<file path="src/ppc_defs.svh">
// Constants of the parallel port option configuration block
// Assumes inclusion by bare name from any file of the block
`ifndef PPC_DEFS_SVH
`define PPC_DEFS_SVH

// Register byte offsets
`define PPC_OFS_CFG       12'h000
`define PPC_OFS_PRN       12'h004
`define PPC_OFS_DATA      12'h008
`define PPC_OFS_STAT      12'h00C

// Switch positions in dip_sw (bit index = switch number - 1)
`define PPC_SW_COMPAT     0
`define PPC_SW_SELFTEST   1
`define PPC_SW_RISE       2
`define PPC_SW_SELECT_STATUS_OUT_LIVE  3
`define PPC_SW_CONT       4

// Field positions
`define PPC_CFG_CARD_EN   8
`define PPC_CFG_DONE      9
`define PPC_PRN_SEL       0
`define PPC_PRN_ERR       1
`define PPC_DATA_FULL     8
`define PPC_ST_NIBBLE     0
`define PPC_ST_SELFTEST   1
`define PPC_ST_ACTIVE     2
`define PPC_ST_SELECT_STATUS_OUT       3

// Reset values
`define PPC_PRN_RST       2'h0
`define PPC_DATA_RST      8'h00

// Self test sheet count when not continuous
`define PPC_TEST_SHEETS   4'h2

`endif

</file>
<file path="src/ppc_pkg.sv">
// Types of the parallel port option configuration block
// Assumes ppc_defs.svh carries the numeric constants
package ppc_pkg;

  // Switch settings as captured at power-up
  typedef struct packed {
    logic card_en;
    logic cont;
    logic select_status_out_live;
    logic latch_rise;
    logic self_test;
    logic compat_fixed;
  } ppc_cfg_t;

  // Capture sequencer states
  typedef enum logic [1:0] {
    PPC_CAP_WAIT,
    PPC_CAP_TAKE,
    PPC_CAP_DONE
  } ppc_cap_state_t;

endpackage

</file>
<file path="src/ppc_sw_capture.sv">
// Power-up capture of the DIP and slide switches
// Assumes switches are static levels synchronous to pclk
`timescale 1ns/1ps
`include "ppc_defs.svh"

module ppc_sw_capture (
  // Clock and reset
  input  wire logic             pclk,
  input  wire logic             presetn,
  // Switch pins
  input  wire logic [7:0]       dip_sw,
  input  wire logic             card_en_sw,
  // Captured settings
  output ppc_pkg::ppc_cfg_t     cfg,
  output logic                  cap_done
);

  ppc_pkg::ppc_cap_state_t state_ff;
  ppc_pkg::ppc_cap_state_t nxt_state;
  ppc_pkg::ppc_cfg_t       cfg_ff;

  always_comb begin
    case (state_ff)
      ppc_pkg::PPC_CAP_WAIT: nxt_state = ppc_pkg::PPC_CAP_TAKE;
      ppc_pkg::PPC_CAP_TAKE: nxt_state = ppc_pkg::PPC_CAP_DONE;
      ppc_pkg::PPC_CAP_DONE: nxt_state = ppc_pkg::PPC_CAP_DONE;
      default:               nxt_state = ppc_pkg::PPC_CAP_WAIT;
    endcase
  end

  always_ff @(posedge pclk or negedge presetn) begin
    if (!presetn) begin
      state_ff <= ppc_pkg::PPC_CAP_WAIT;
    end else begin
      state_ff <= nxt_state;
    end
  end

  // Switches taken once after release, frozen thereafter
  // Positions six to eight never sampled
  always_ff @(posedge pclk or negedge presetn) begin
    if (!presetn) begin
      cfg_ff <= '0;
    end else if (state_ff == ppc_pkg::PPC_CAP_TAKE) begin
      cfg_ff.compat_fixed <= dip_sw[`PPC_SW_COMPAT];
      cfg_ff.self_test    <= dip_sw[`PPC_SW_SELFTEST];
      cfg_ff.latch_rise   <= dip_sw[`PPC_SW_RISE];
      cfg_ff.select_status_out_live    <= dip_sw[`PPC_SW_SELECT_STATUS_OUT_LIVE];
      cfg_ff.cont         <= dip_sw[`PPC_SW_CONT];
      cfg_ff.card_en      <= card_en_sw;
    end
  end

  assign cfg      = cfg_ff;
  assign cap_done = (state_ff == ppc_pkg::PPC_CAP_DONE);

  chk_cfg_frozen: assert property (@(posedge pclk) disable iff (!presetn)
    cap_done && $past(cap_done) |-> $stable(cfg_ff))
    else $error("Captured switch settings changed after power-up");

endmodule

</file>
<file path="src/ppc_top.sv">
// Parallel port option card configuration logic with APB registers
// Assumes link pins synchronous to pclk; host handles 1284 negotiation
//
// The APB interface to the registers and the register offsets were chosen for this implementation.
`timescale 1ns/1ps
`include "ppc_defs.svh"

module ppc_top (
  // Clock and reset
  input  wire logic        pclk,
  input  wire logic        presetn,
  // APB slave
  input  wire logic        psel,
  input  wire logic        penable,
  input  wire logic        pwrite,
  input  wire logic [11:0] paddr,
  input  wire logic [31:0] pwdata,
  output logic      [31:0] prdata,
  output logic             pready,
  output logic             pslverr,
  // Switches
  input  wire logic [7:0]  dip_sw,
  input  wire logic        card_en_sw,
  // Host link
  input  wire logic        strobe_n,
  input  wire logic [7:0]  fwd_data,
  input  wire logic        select_request_in,
  input  wire logic        host_nibble_req,
  output logic             select_status_out,
  // Printer side
  output logic [7:0]       rx_data,
  output logic             rx_valid,
  output logic             nibble_mode,
  output logic             self_test_active,
  output logic             self_test_continuous,
  output logic [3:0]       self_test_sheets,
  output logic             card_active
);

  ppc_pkg::ppc_cfg_t cfg;
  logic              cap_done;
  logic              strobe_prev_ff;
  logic              strobe_fall;
  logic              strobe_rise;
  logic              latch_edge;
  logic [1:0]        prn_ff;
  logic [7:0]        data_ff;
  logic              full_ff;
  logic              rx_valid_ff;
  logic              nibble_ff;
  logic              select_status_out_ff;
  logic              wr_en;
  logic              rd_en;
  logic              addr_ok;
  logic              data_rd;
  logic [31:0]       nxt_prdata;
  logic [31:0]       prdata_ff;
  logic              operating;

  ppc_sw_capture u_cap (
    .pclk       (pclk),
    .presetn    (presetn),
    .dip_sw     (dip_sw),
    .card_en_sw (card_en_sw),
    .cfg        (cfg),
    .cap_done   (cap_done)
  );

  // Card enable gates all link activity, select_status_out only when select is live; otherwise select_status_out stays forced high
  assign card_active = cap_done && cfg.card_en;
  // Self test replaces normal operation
  assign operating   = card_active && !cfg.self_test;

  // Self test selection
  always_ff @(posedge pclk or negedge presetn) begin
    if (!presetn) begin
      self_test_active     <= 1'b0;
      self_test_continuous <= 1'b0;
      self_test_sheets     <= 4'h0;
    end else begin
      self_test_active     <= card_active && cfg.self_test;
      self_test_continuous <= card_active && cfg.self_test && cfg.cont;
      self_test_sheets     <= (card_active && cfg.self_test && !cfg.cont) ?
                              `PPC_TEST_SHEETS : 4'h0;
    end
  end

  // Mode choice: fixed compatibility or negotiated nibble
  always_ff @(posedge pclk or negedge presetn) begin
    if (!presetn) begin
      nibble_ff <= 1'b0;
    end else begin
      nibble_ff <= operating && !cfg.compat_fixed && host_nibble_req;
    end
  end
  assign nibble_mode = nibble_ff;

  // Strobe edge detection
  always_ff @(posedge pclk or negedge presetn) begin
    if (!presetn) begin
      strobe_prev_ff <= 1'b1;
    end else begin
      strobe_prev_ff <= strobe_n;
    end
  end
  assign strobe_fall = strobe_prev_ff && !strobe_n;
  assign strobe_rise = !strobe_prev_ff && strobe_n;
  // Latch edge chosen by switch three
  assign latch_edge  = operating && (cfg.latch_rise ? strobe_rise : strobe_fall);

  // Forward data latch
  always_ff @(posedge pclk or negedge presetn) begin
    if (!presetn) begin
      data_ff     <= `PPC_DATA_RST;
      rx_valid_ff <= 1'b0;
    end else begin
      rx_valid_ff <= latch_edge;
      if (latch_edge) begin
        data_ff <= fwd_data;
      end
    end
  end
  assign rx_data  = data_ff;
  assign rx_valid = rx_valid_ff;

  // Byte-held flag: a new byte wins over a read clear
  always_ff @(posedge pclk or negedge presetn) begin
    if (!presetn) begin
      full_ff <= 1'b0;
    end else if (latch_edge) begin
      full_ff <= 1'b1;
    end else if (data_rd) begin
      full_ff <= 1'b0;
    end
  end

  // Select status: forced high or live printer state
  always_ff @(posedge pclk or negedge presetn) begin
    if (!presetn) begin
      select_status_out_ff <= 1'b1;
    end else if (!cap_done || !cfg.select_status_out_live) begin
      select_status_out_ff <= 1'b1;
    end else begin
      select_status_out_ff <= card_active && prn_ff[`PPC_PRN_SEL] && !prn_ff[`PPC_PRN_ERR] &&
                 !select_request_in;
    end
  end
  assign select_status_out = select_status_out_ff;

  // APB decode, zero wait states
  assign pready  = 1'b1;
  assign addr_ok = (paddr == `PPC_OFS_CFG) || (paddr == `PPC_OFS_PRN) ||
                   (paddr == `PPC_OFS_DATA) || (paddr == `PPC_OFS_STAT);
  assign pslverr = psel && penable && !addr_ok;
  assign wr_en   = psel && penable && pwrite && addr_ok;
  assign rd_en   = psel && !penable && !pwrite;
  assign data_rd = psel && penable && !pwrite && (paddr == `PPC_OFS_DATA);

  // Printer status written by firmware
  always_ff @(posedge pclk or negedge presetn) begin
    if (!presetn) begin
      prn_ff <= `PPC_PRN_RST;
    end else if (wr_en && paddr == `PPC_OFS_PRN) begin
      prn_ff <= pwdata[1:0];
    end
  end

  // Read mux, upper switch positions read zero
  always_comb begin
    nxt_prdata = 32'h0000_0000;
    case (paddr)
      `PPC_OFS_CFG: begin
        nxt_prdata[`PPC_SW_COMPAT]    = cfg.compat_fixed;
        nxt_prdata[`PPC_SW_SELFTEST]  = cfg.self_test;
        nxt_prdata[`PPC_SW_RISE]      = cfg.latch_rise;
        nxt_prdata[`PPC_SW_SELECT_STATUS_OUT_LIVE] = cfg.select_status_out_live;
        nxt_prdata[`PPC_SW_CONT]      = cfg.cont;
        nxt_prdata[`PPC_CFG_CARD_EN]  = cfg.card_en;
        nxt_prdata[`PPC_CFG_DONE]     = cap_done;
      end
      `PPC_OFS_PRN: begin
        nxt_prdata[1:0] = prn_ff;
      end
      `PPC_OFS_DATA: begin
        nxt_prdata[7:0]            = data_ff;
        nxt_prdata[`PPC_DATA_FULL] = full_ff;
      end
      `PPC_OFS_STAT: begin
        nxt_prdata[`PPC_ST_NIBBLE]   = nibble_ff;
        nxt_prdata[`PPC_ST_SELFTEST] = self_test_active;
        nxt_prdata[`PPC_ST_ACTIVE]   = card_active;
        nxt_prdata[`PPC_ST_SELECT_STATUS_OUT]     = select_status_out_ff;
      end
      default: begin
        nxt_prdata = 32'h0000_0000;
      end
    endcase
  end

  // Read data registered in the setup cycle
  always_ff @(posedge pclk or negedge presetn) begin
    if (!presetn) begin
      prdata_ff <= 32'h0000_0000;
    end else if (rd_en) begin
      prdata_ff <= nxt_prdata;
    end
  end
  assign prdata = prdata_ff;

  chk_nibble_gate: assert property (@(posedge pclk) disable iff (!presetn)
    nibble_ff |-> $past(!cfg.compat_fixed && host_nibble_req && operating))
    else $error("Nibble mode entered without negotiation or with fixed mode");

  chk_fall_latch: assert property (@(posedge pclk) disable iff (!presetn)
    operating && !cfg.latch_rise && strobe_prev_ff && !strobe_n
    |=> rx_valid && rx_data == $past(fwd_data))
    else $error("Falling strobe edge did not latch data");

  chk_rise_latch: assert property (@(posedge pclk) disable iff (!presetn)
    operating && cfg.latch_rise && !strobe_prev_ff && strobe_n
    |=> rx_valid && rx_data == $past(fwd_data))
    else $error("Rising strobe edge did not latch data");

  chk_select_status_out_forced: assert property (@(posedge pclk) disable iff (!presetn)
    cap_done && !cfg.select_status_out_live |=> select_status_out)
    else $error("Select output not held high while forced");

  chk_select_status_out_live: assert property (@(posedge pclk) disable iff (!presetn)
    card_active && cfg.select_status_out_live ##1 card_active
    |-> select_status_out == $past(prn_ff[0] && !prn_ff[1] && !select_request_in))
    else $error("Select output does not follow printer state");

  chk_disabled_quiet: assert property (@(posedge pclk) disable iff (!presetn)
    !card_active |=> !rx_valid && !nibble_mode && !self_test_active)
    else $error("Disabled card took part in communication");

  chk_test_sheets: assert property (@(posedge pclk) disable iff (!presetn)
    card_active && cfg.self_test && !cfg.cont |=> self_test_sheets == 4'h2)
    else $error("Self test sheet count wrong");

  chk_test_no_rx: assert property (@(posedge pclk) disable iff (!presetn)
    self_test_active |-> !rx_valid)
    else $error("Data latched during self test");

  chk_unused_zero: assert property (@(posedge pclk) disable iff (!presetn)
    psel && penable && !pwrite && paddr == `PPC_OFS_CFG |-> prdata[7:5] == 3'h0)
    else $error("Unused switch positions visible");

  cov_nibble: cover property (@(posedge pclk) disable iff (!presetn) $rose(nibble_mode));
  cov_rx:     cover property (@(posedge pclk) disable iff (!presetn) rx_valid);
  cov_test:   cover property (@(posedge pclk) disable iff (!presetn) self_test_continuous);

endmodule

</file>
<file path="config.mk">
export PLATFORM = sky130hd
export DESIGN_NAME = ppc_top
export DESIGN_NICKNAME = d
export VERILOG_FILES = /design/src/ppc_pkg.sv /design/src/ppc_sw_capture.sv /design/src/ppc_top.sv
export VERILOG_INCLUDE_DIRS = /design/src /design/src/src
export SDC_FILE = /design/constraint.sdc
export NUM_CORES = 1
export LEC_CHECK = 0
export BUFFER_PORTS_ARGS = -buffer_cell sky130_fd_sc_hd__buf_2
export CAP_MARGIN = 20
export CORE_UTILIZATION = 28
export DETAILED_ROUTE_END_ITERATION = 10
export SETUP_SLACK_MARGIN = 0.2
export SYNTH_ARGS = -nofsm -noshare
export SYNTH_HDL_FRONTEND = slang
export SYNTH_SLANG_ARGS = --single-unit
</file>
<file path="constraint.sdc">
create_clock -name pclk -period 1.79 [get_ports pclk]
set_clock_uncertainty 0.05 [all_clocks]
set_input_delay 0.358 -clock pclk [delete_from_list [all_inputs] [get_ports pclk]]
set_output_delay 0.358 -clock pclk [all_outputs]
set_load 0.01 [all_outputs]
</file>
# --- After elaboration in Yosys (flattened, before gate mapping) ---
# Cells that the tools add are included.
word_totals:
  input_bits: 69
  out_inout_bits: 52
  ff_bits: 37
classes:
  muxes: 12
  reduce_logical: 42
  n_eq_ne: 5
ops:
  columns: ["op", "n"]
  rows:
  - ["$eq 12x4->1 const B", 2]
  - ["$logic_and 1x1->1", 22]
  - ["$eq 12x3->1 const B", 1]
  - ["$logic_not 1->1", 12]
  - ["$logic_not 12->1", 1]
  - ["$pmux 2 s4", 1]
  - ["$pmux 2 s3", 1]
  - ["$mux 1", 5]
  - ["$logic_or 1x1->1", 4]
  - ["$pmux 1 s2", 2]
  - ["$pmux 2 s2", 1]
  - ["$mux 3", 1]
  - ["$eq 2x1->1 const B", 1]
  - ["$eq 2x2->1 const B", 1]
  - ["$logic_not 2->1", 1]
  - ["$mux 2", 1]
  - ["$reduce_bool 2->1", 1]
  - ["$reduce_or 2->1", 1]

# --- Longest topological paths before layout ---
depth:
  word_depth: 6
  depth_mapped: 5

# --- Hierarchy ---
# From an unflattened synthesis, not the netlist that was laid out.
unflattened:
  cells_unflattened: 151
  area_unflattened_um2: 1803.0
by_module_without_submodules:
  columns: ["module", "cells_each", "seq_area_each_um2", "area_per_inst_um2", "n_inst"]
  rows:
  - ["ppc_top", 131, 703.2, 1456.4, 1]
  - ["ppc_sw_capture", 20, 200.2, 346.6, 1]

# --- Worst setup path after synthesis ---
# OpenSTA, ideal clock, no wires.
synth_path:
  kind: "register -> register"
  startpoint: "register strobe_prev_ff"
  endpoint: "register data_ff[0] (netlist: rx_data[0])"
  synth_period_minus_slack_ns: 1.819
  arrival_ns: 1.645
  path_stages_with_launch: 4
  setup_slack_ns: -0.029
  setup_ns: 0.125
  path_cell_list: "dfstp_2 -> or3b_4 -> a211oi_4 -> mux2_2"
synth_via:
  elab_chain_cells: 4
  elab_cells_between_ends: 5
  classes_between: "mux: 1; reduce/logical: 4"
synth_rtl:
  columns: ["element", "line_no", "rtl"]
  rows:
  - ["start, declared", "ppc_top.sv:42", "logic strobe_prev_ff;"]
  - ["start signal, assigned", "ppc_top.sv:103", "strobe_prev_ff <= strobe_n;"]
  - ["$logic_not 1->1", "ppc_top.sv:107", "assign strobe_rise = !strobe_prev_ff && strobe_n;"]
  - ["$logic_and 1x1->1", "ppc_top.sv:107", null]
  - ["$mux 1 (*)", "ppc_top.sv:109", "assign latch_edge = operating && (cfg.latch_rise ? strobe_rise : strobe_fall);"]
  - ["$logic_and 1x1->1 (*)", "ppc_top.sv:109", null]
  - ["via latch_edge", "ppc_top.sv:45", "logic latch_edge;"]
  - ["end signal, assigned", "ppc_top.sv:114", "data_ff <= `PPC_DATA_RST;"]
  - ["end signal, assigned", "ppc_top.sv:119", "data_ff <= fwd_data;"]
  - ["end, declared", "ppc_top.sv:47", "logic [7:0] data_ff;"]
# The timed path passes the listed nets; every way through them passes the cells marked *.
# A chain may end at the register's enable or synchronous reset.

# --- Final worst setup path ---
layout_path:
  startpoint: "register strobe_prev_ff"
  endpoint: "register data_ff[7] (netlist: rx_data[7])"
# Same word-level chain as after synthesis.

==> impl_metrics.tcl <==
set metrics [dict create \
    num_vias 1369 \
    final_cell_mix "buf_2 (58), dfrtp_1 (34), conb_1 (26), buf_4 (17), nand2_1 (12)" \
    async_reset_ff_share_pct 100 \
    internal-power_mw 1.33 \
    p_leak_nw 1.22 \
    outcome "complete, but fails checks" \
    cp.required_ns 1.91 \
    syn-cell-area_sq_um 1770 \
    ys_top_cells_by_area "dfrtp_1 (48%), buf_4 (11%), mux2_2 (10%)" \
    synth_top_area_share_pct 48.2 \
    p_sw_mw 0.483 \
    p_clk_share_pct 30.3 \
    timing.final.hold_violations 0 \
    ys_ff_latch 36 \
    p_sw_share_pct 26.6 \
    coreArea_sq_um 5990 \
    antenna_found_initial 0 \
    fmax_mhz 550 \
    cts_made_buffers 5 \
    wl_met3_um 309 \
    avgSynthCellArea_sq_um 12.0 \
    via_per_inst 4.46 \
    synth_top_family_by_area "multiplexers" \
    synth.yosys.warnings 0 \
    clkTransAtPathRegs_ns 0.06 \
    drt-met1-wl_mm 1.64 \
    peakVddDrop_mv 0.580 \
    maxSlewViolCount 0 \
    post-place-ws_ns -0.0337 \
    reg2reg_to "rx_data[7]" \
    setup_ws_ns -0.0269 \
    dp_hpwl_mm 3.02 \
    power_density_nw_per_um2 752 \
    combinationalPowerShare_pct 18.9 \
    grt_setup_unrepaired "true" \
    synth_area_leader_cell "dfrtp_1" \
    initial_core_util_pct 29.5 \
    cts.htree.levels 2 \
    crit_fanout 7 \
    endpoint_kind "register" \
    synthAdderAreaFrac_pct 2.13 \
    synth_compound_area_share_pct 7.65 \
    grt_pass1_wl_mm 6.15 \
    cts_tree "built" \
    pin_count 121 \
    antenna_left 0 \
    fp.dieH_um 81.4 \
    wl_mm 3.99 \
    yosys.area_share.xor_xnor_pct 0 \
    totalNegativeSetupSlack_ns -0.108 \
    area_growth_pct 36.7 \
    final_cell_area_sq_um 2410 \
    cts_sinks 36 \
    min_from "strobe_n" \
    arrival_ns 1.93 \
    root_buffer "clkbuf_8" \
    first_iter_violations 14 \
    syn_inst 147 \
    drc 0 \
    dr.pass1.iters 4 \
    clockBufferDepth 2 \
    track_usage_pct 12.9 \
    rr_worst_depth 4 \
    grt_overflow 0 \
    design.final.nets 303 \
    place_congestion 0.723 \
    whs_endpoint "strobe_prev_ff" \
    routed-wl-met2_mm 1.98 \
    synth_edf_count 0 \
    diodes 0 \
    rows 28 \
    seq_power_share_pct 50.8 \
    die-area_sq_um 6630 \
    ys_seq_area_share_pct 51.2 \
    r2r_start "strobe_prev_ff" \
    cap_violations 0 \
    die_w_um 81.4 \
    min_path_cells 1 \
    insertion_delay_ns 0.28 \
    routedWlPerCell_um 13.0 \
    layout_commonest_cell "buf_2" \
    r2r_setup_slack_ns -0.03 \
    min_period_over_period_pct 102 \
    io_buffers 61 \
    top_layer "met4" \
    violations "negative setup slack" \
    critPathLaunchType "register" \
    synthMuxAreaShare_pct 15.0 \
    grt_pass1_vias 1301 \
    synthDistinctLibCells 35 \
    crit_type "reg2reg" \
    place_area_sq_um 2150 \
    yosys.area_share.simple_pct 11.1 \
    drive_gt1_share_pct 50.9 \
    ys.flop_type "dfrtp_1" \
    min_period_ns 1.82 \
    hold_class "in2reg" \
    grt_start_max_net_pins 20 \
    setup_viol 5 \
]
## per-stage QoR
step | total power, mW | hold WS, ns | utilization [%] | std cells
finish | 1.82 | 0.143 | 40.3 | 307
global route | 1.92 | 0.135 | 40.3 | 307
CTS | 1.82 | 0.135 | 39.3 | 304
detailed placement | 1.24 | 0.283 | 36.0 | 290
global placement | 1.23 | 0.273 | 36.0 | 290
floorplan | 1.12 | 0.0124 | - | 171
## worst max-delay path, cell delays in order, from the launching register on
cell	delay [ns]
dfstp_2	0.53
or3b_4	0.38
a211oi_4	0.26
buf_6	0.18
mux2_4	0.30
## synth_stat cells, types with 2 or more instances
master     n
o21ai_0    5
mux4_2     2
nand2_1   13
and4_1     2
o41ai_1    2
mux2_2    16
nor2b_1    2
clkbuf_1   4
a22o_1     4
conb_1     2
dfrtp_1   34
dfstp_2    2
nor2_1     2
ha_1       3
mux2i_1    4
inv_1      3
nor4_1     2
nand3_1    3
buf_4     26
## worst max-delay path by stage
| stage | from | to | cells past startpoint |
|---|---|---|---|
| 2_1_floorplan | strobe_prev_ff | rx_data[0] | 3 |
| 3_3_place_gp | strobe_prev_ff | rx_data[6] | 4 |
| 3_5_place_dp | strobe_prev_ff | rx_data[7] | 4 |
| 4_1_cts | strobe_prev_ff | rx_data[1] | 4 |
| 5_1_grt | strobe_prev_ff | rx_data[7] | 4 |
| 6_report | strobe_prev_ff | rx_data[7] | 4 |
## metal layers
layer  up-vias  track usage, %
met2        63            21.3
met4         0            5.18
li1        635               -
met3         6            4.16
met5         -               0
met1       665            15.4
## logic make-up after synthesis
family,count (synthesis)
flip-flops,36
other,2
buffers and inverters,33
AND/OR/NAND/NOR,34
multiplexers,22
AO/OA/AOI/OAI,17
adder cells (fa/ha/maj),3
## repair_timing
item | in CTS | in global routing
resized for setup | 14 | 9
setup buffers | 5 | 3
pin swaps | 3 | 2
endpoints found under the setup margin | 10 | 12
endpoints found under the hold margin | 16 | 0
gates cloned | 0 | 0
hold buffers | 1 | 0
## state kept, by name, indices dropped and copies added, names as in the netlist
signal,count
full_ff,1
nibble_mode,1
prdata,10
prn_ff,2
rx_data,8
rx_valid,1
select_status_out,1
self_test_active,1
self_test_continuous,1
self_test_sheets,1
strobe_prev_ff,1
u_cap.cfg,6
u_cap.state_ff,2
## power groups by stage
| stage | Sequential (mW) | Combinational [mW] | Clock (mW) |
|---|---|---|---|
| CTS | 0.924 | 0.330 | 0.566 |
| global route | 0.931 | 0.380 | 0.610 |
| global placement | 0.936 | 0.294 | 0 |
| finish | 0.922 | 0.344 | 0.549 |
| detailed placement | 0.938 | 0.298 | 0 |
| floorplan | 0.952 | 0.171 | 0 |
## area by class of cell
| type | count | area (sq um) |
|---|---|---|
| Fill cell | 602 | 3580 |
| Sequential cell | 36 | 903 |
| Multi-Input combinational cell | 102 | 817 |
| Timing Repair Buffer | 83 | 507 |
| Tap cell | 75 | 93.8 |
| Clock buffer | 7 | 76.3 |
| Inverter | 3 | 11.3 |
| Clock inverter | 1 | 5.00 |
Note: power is estimated with default switching activity, not from simulation.
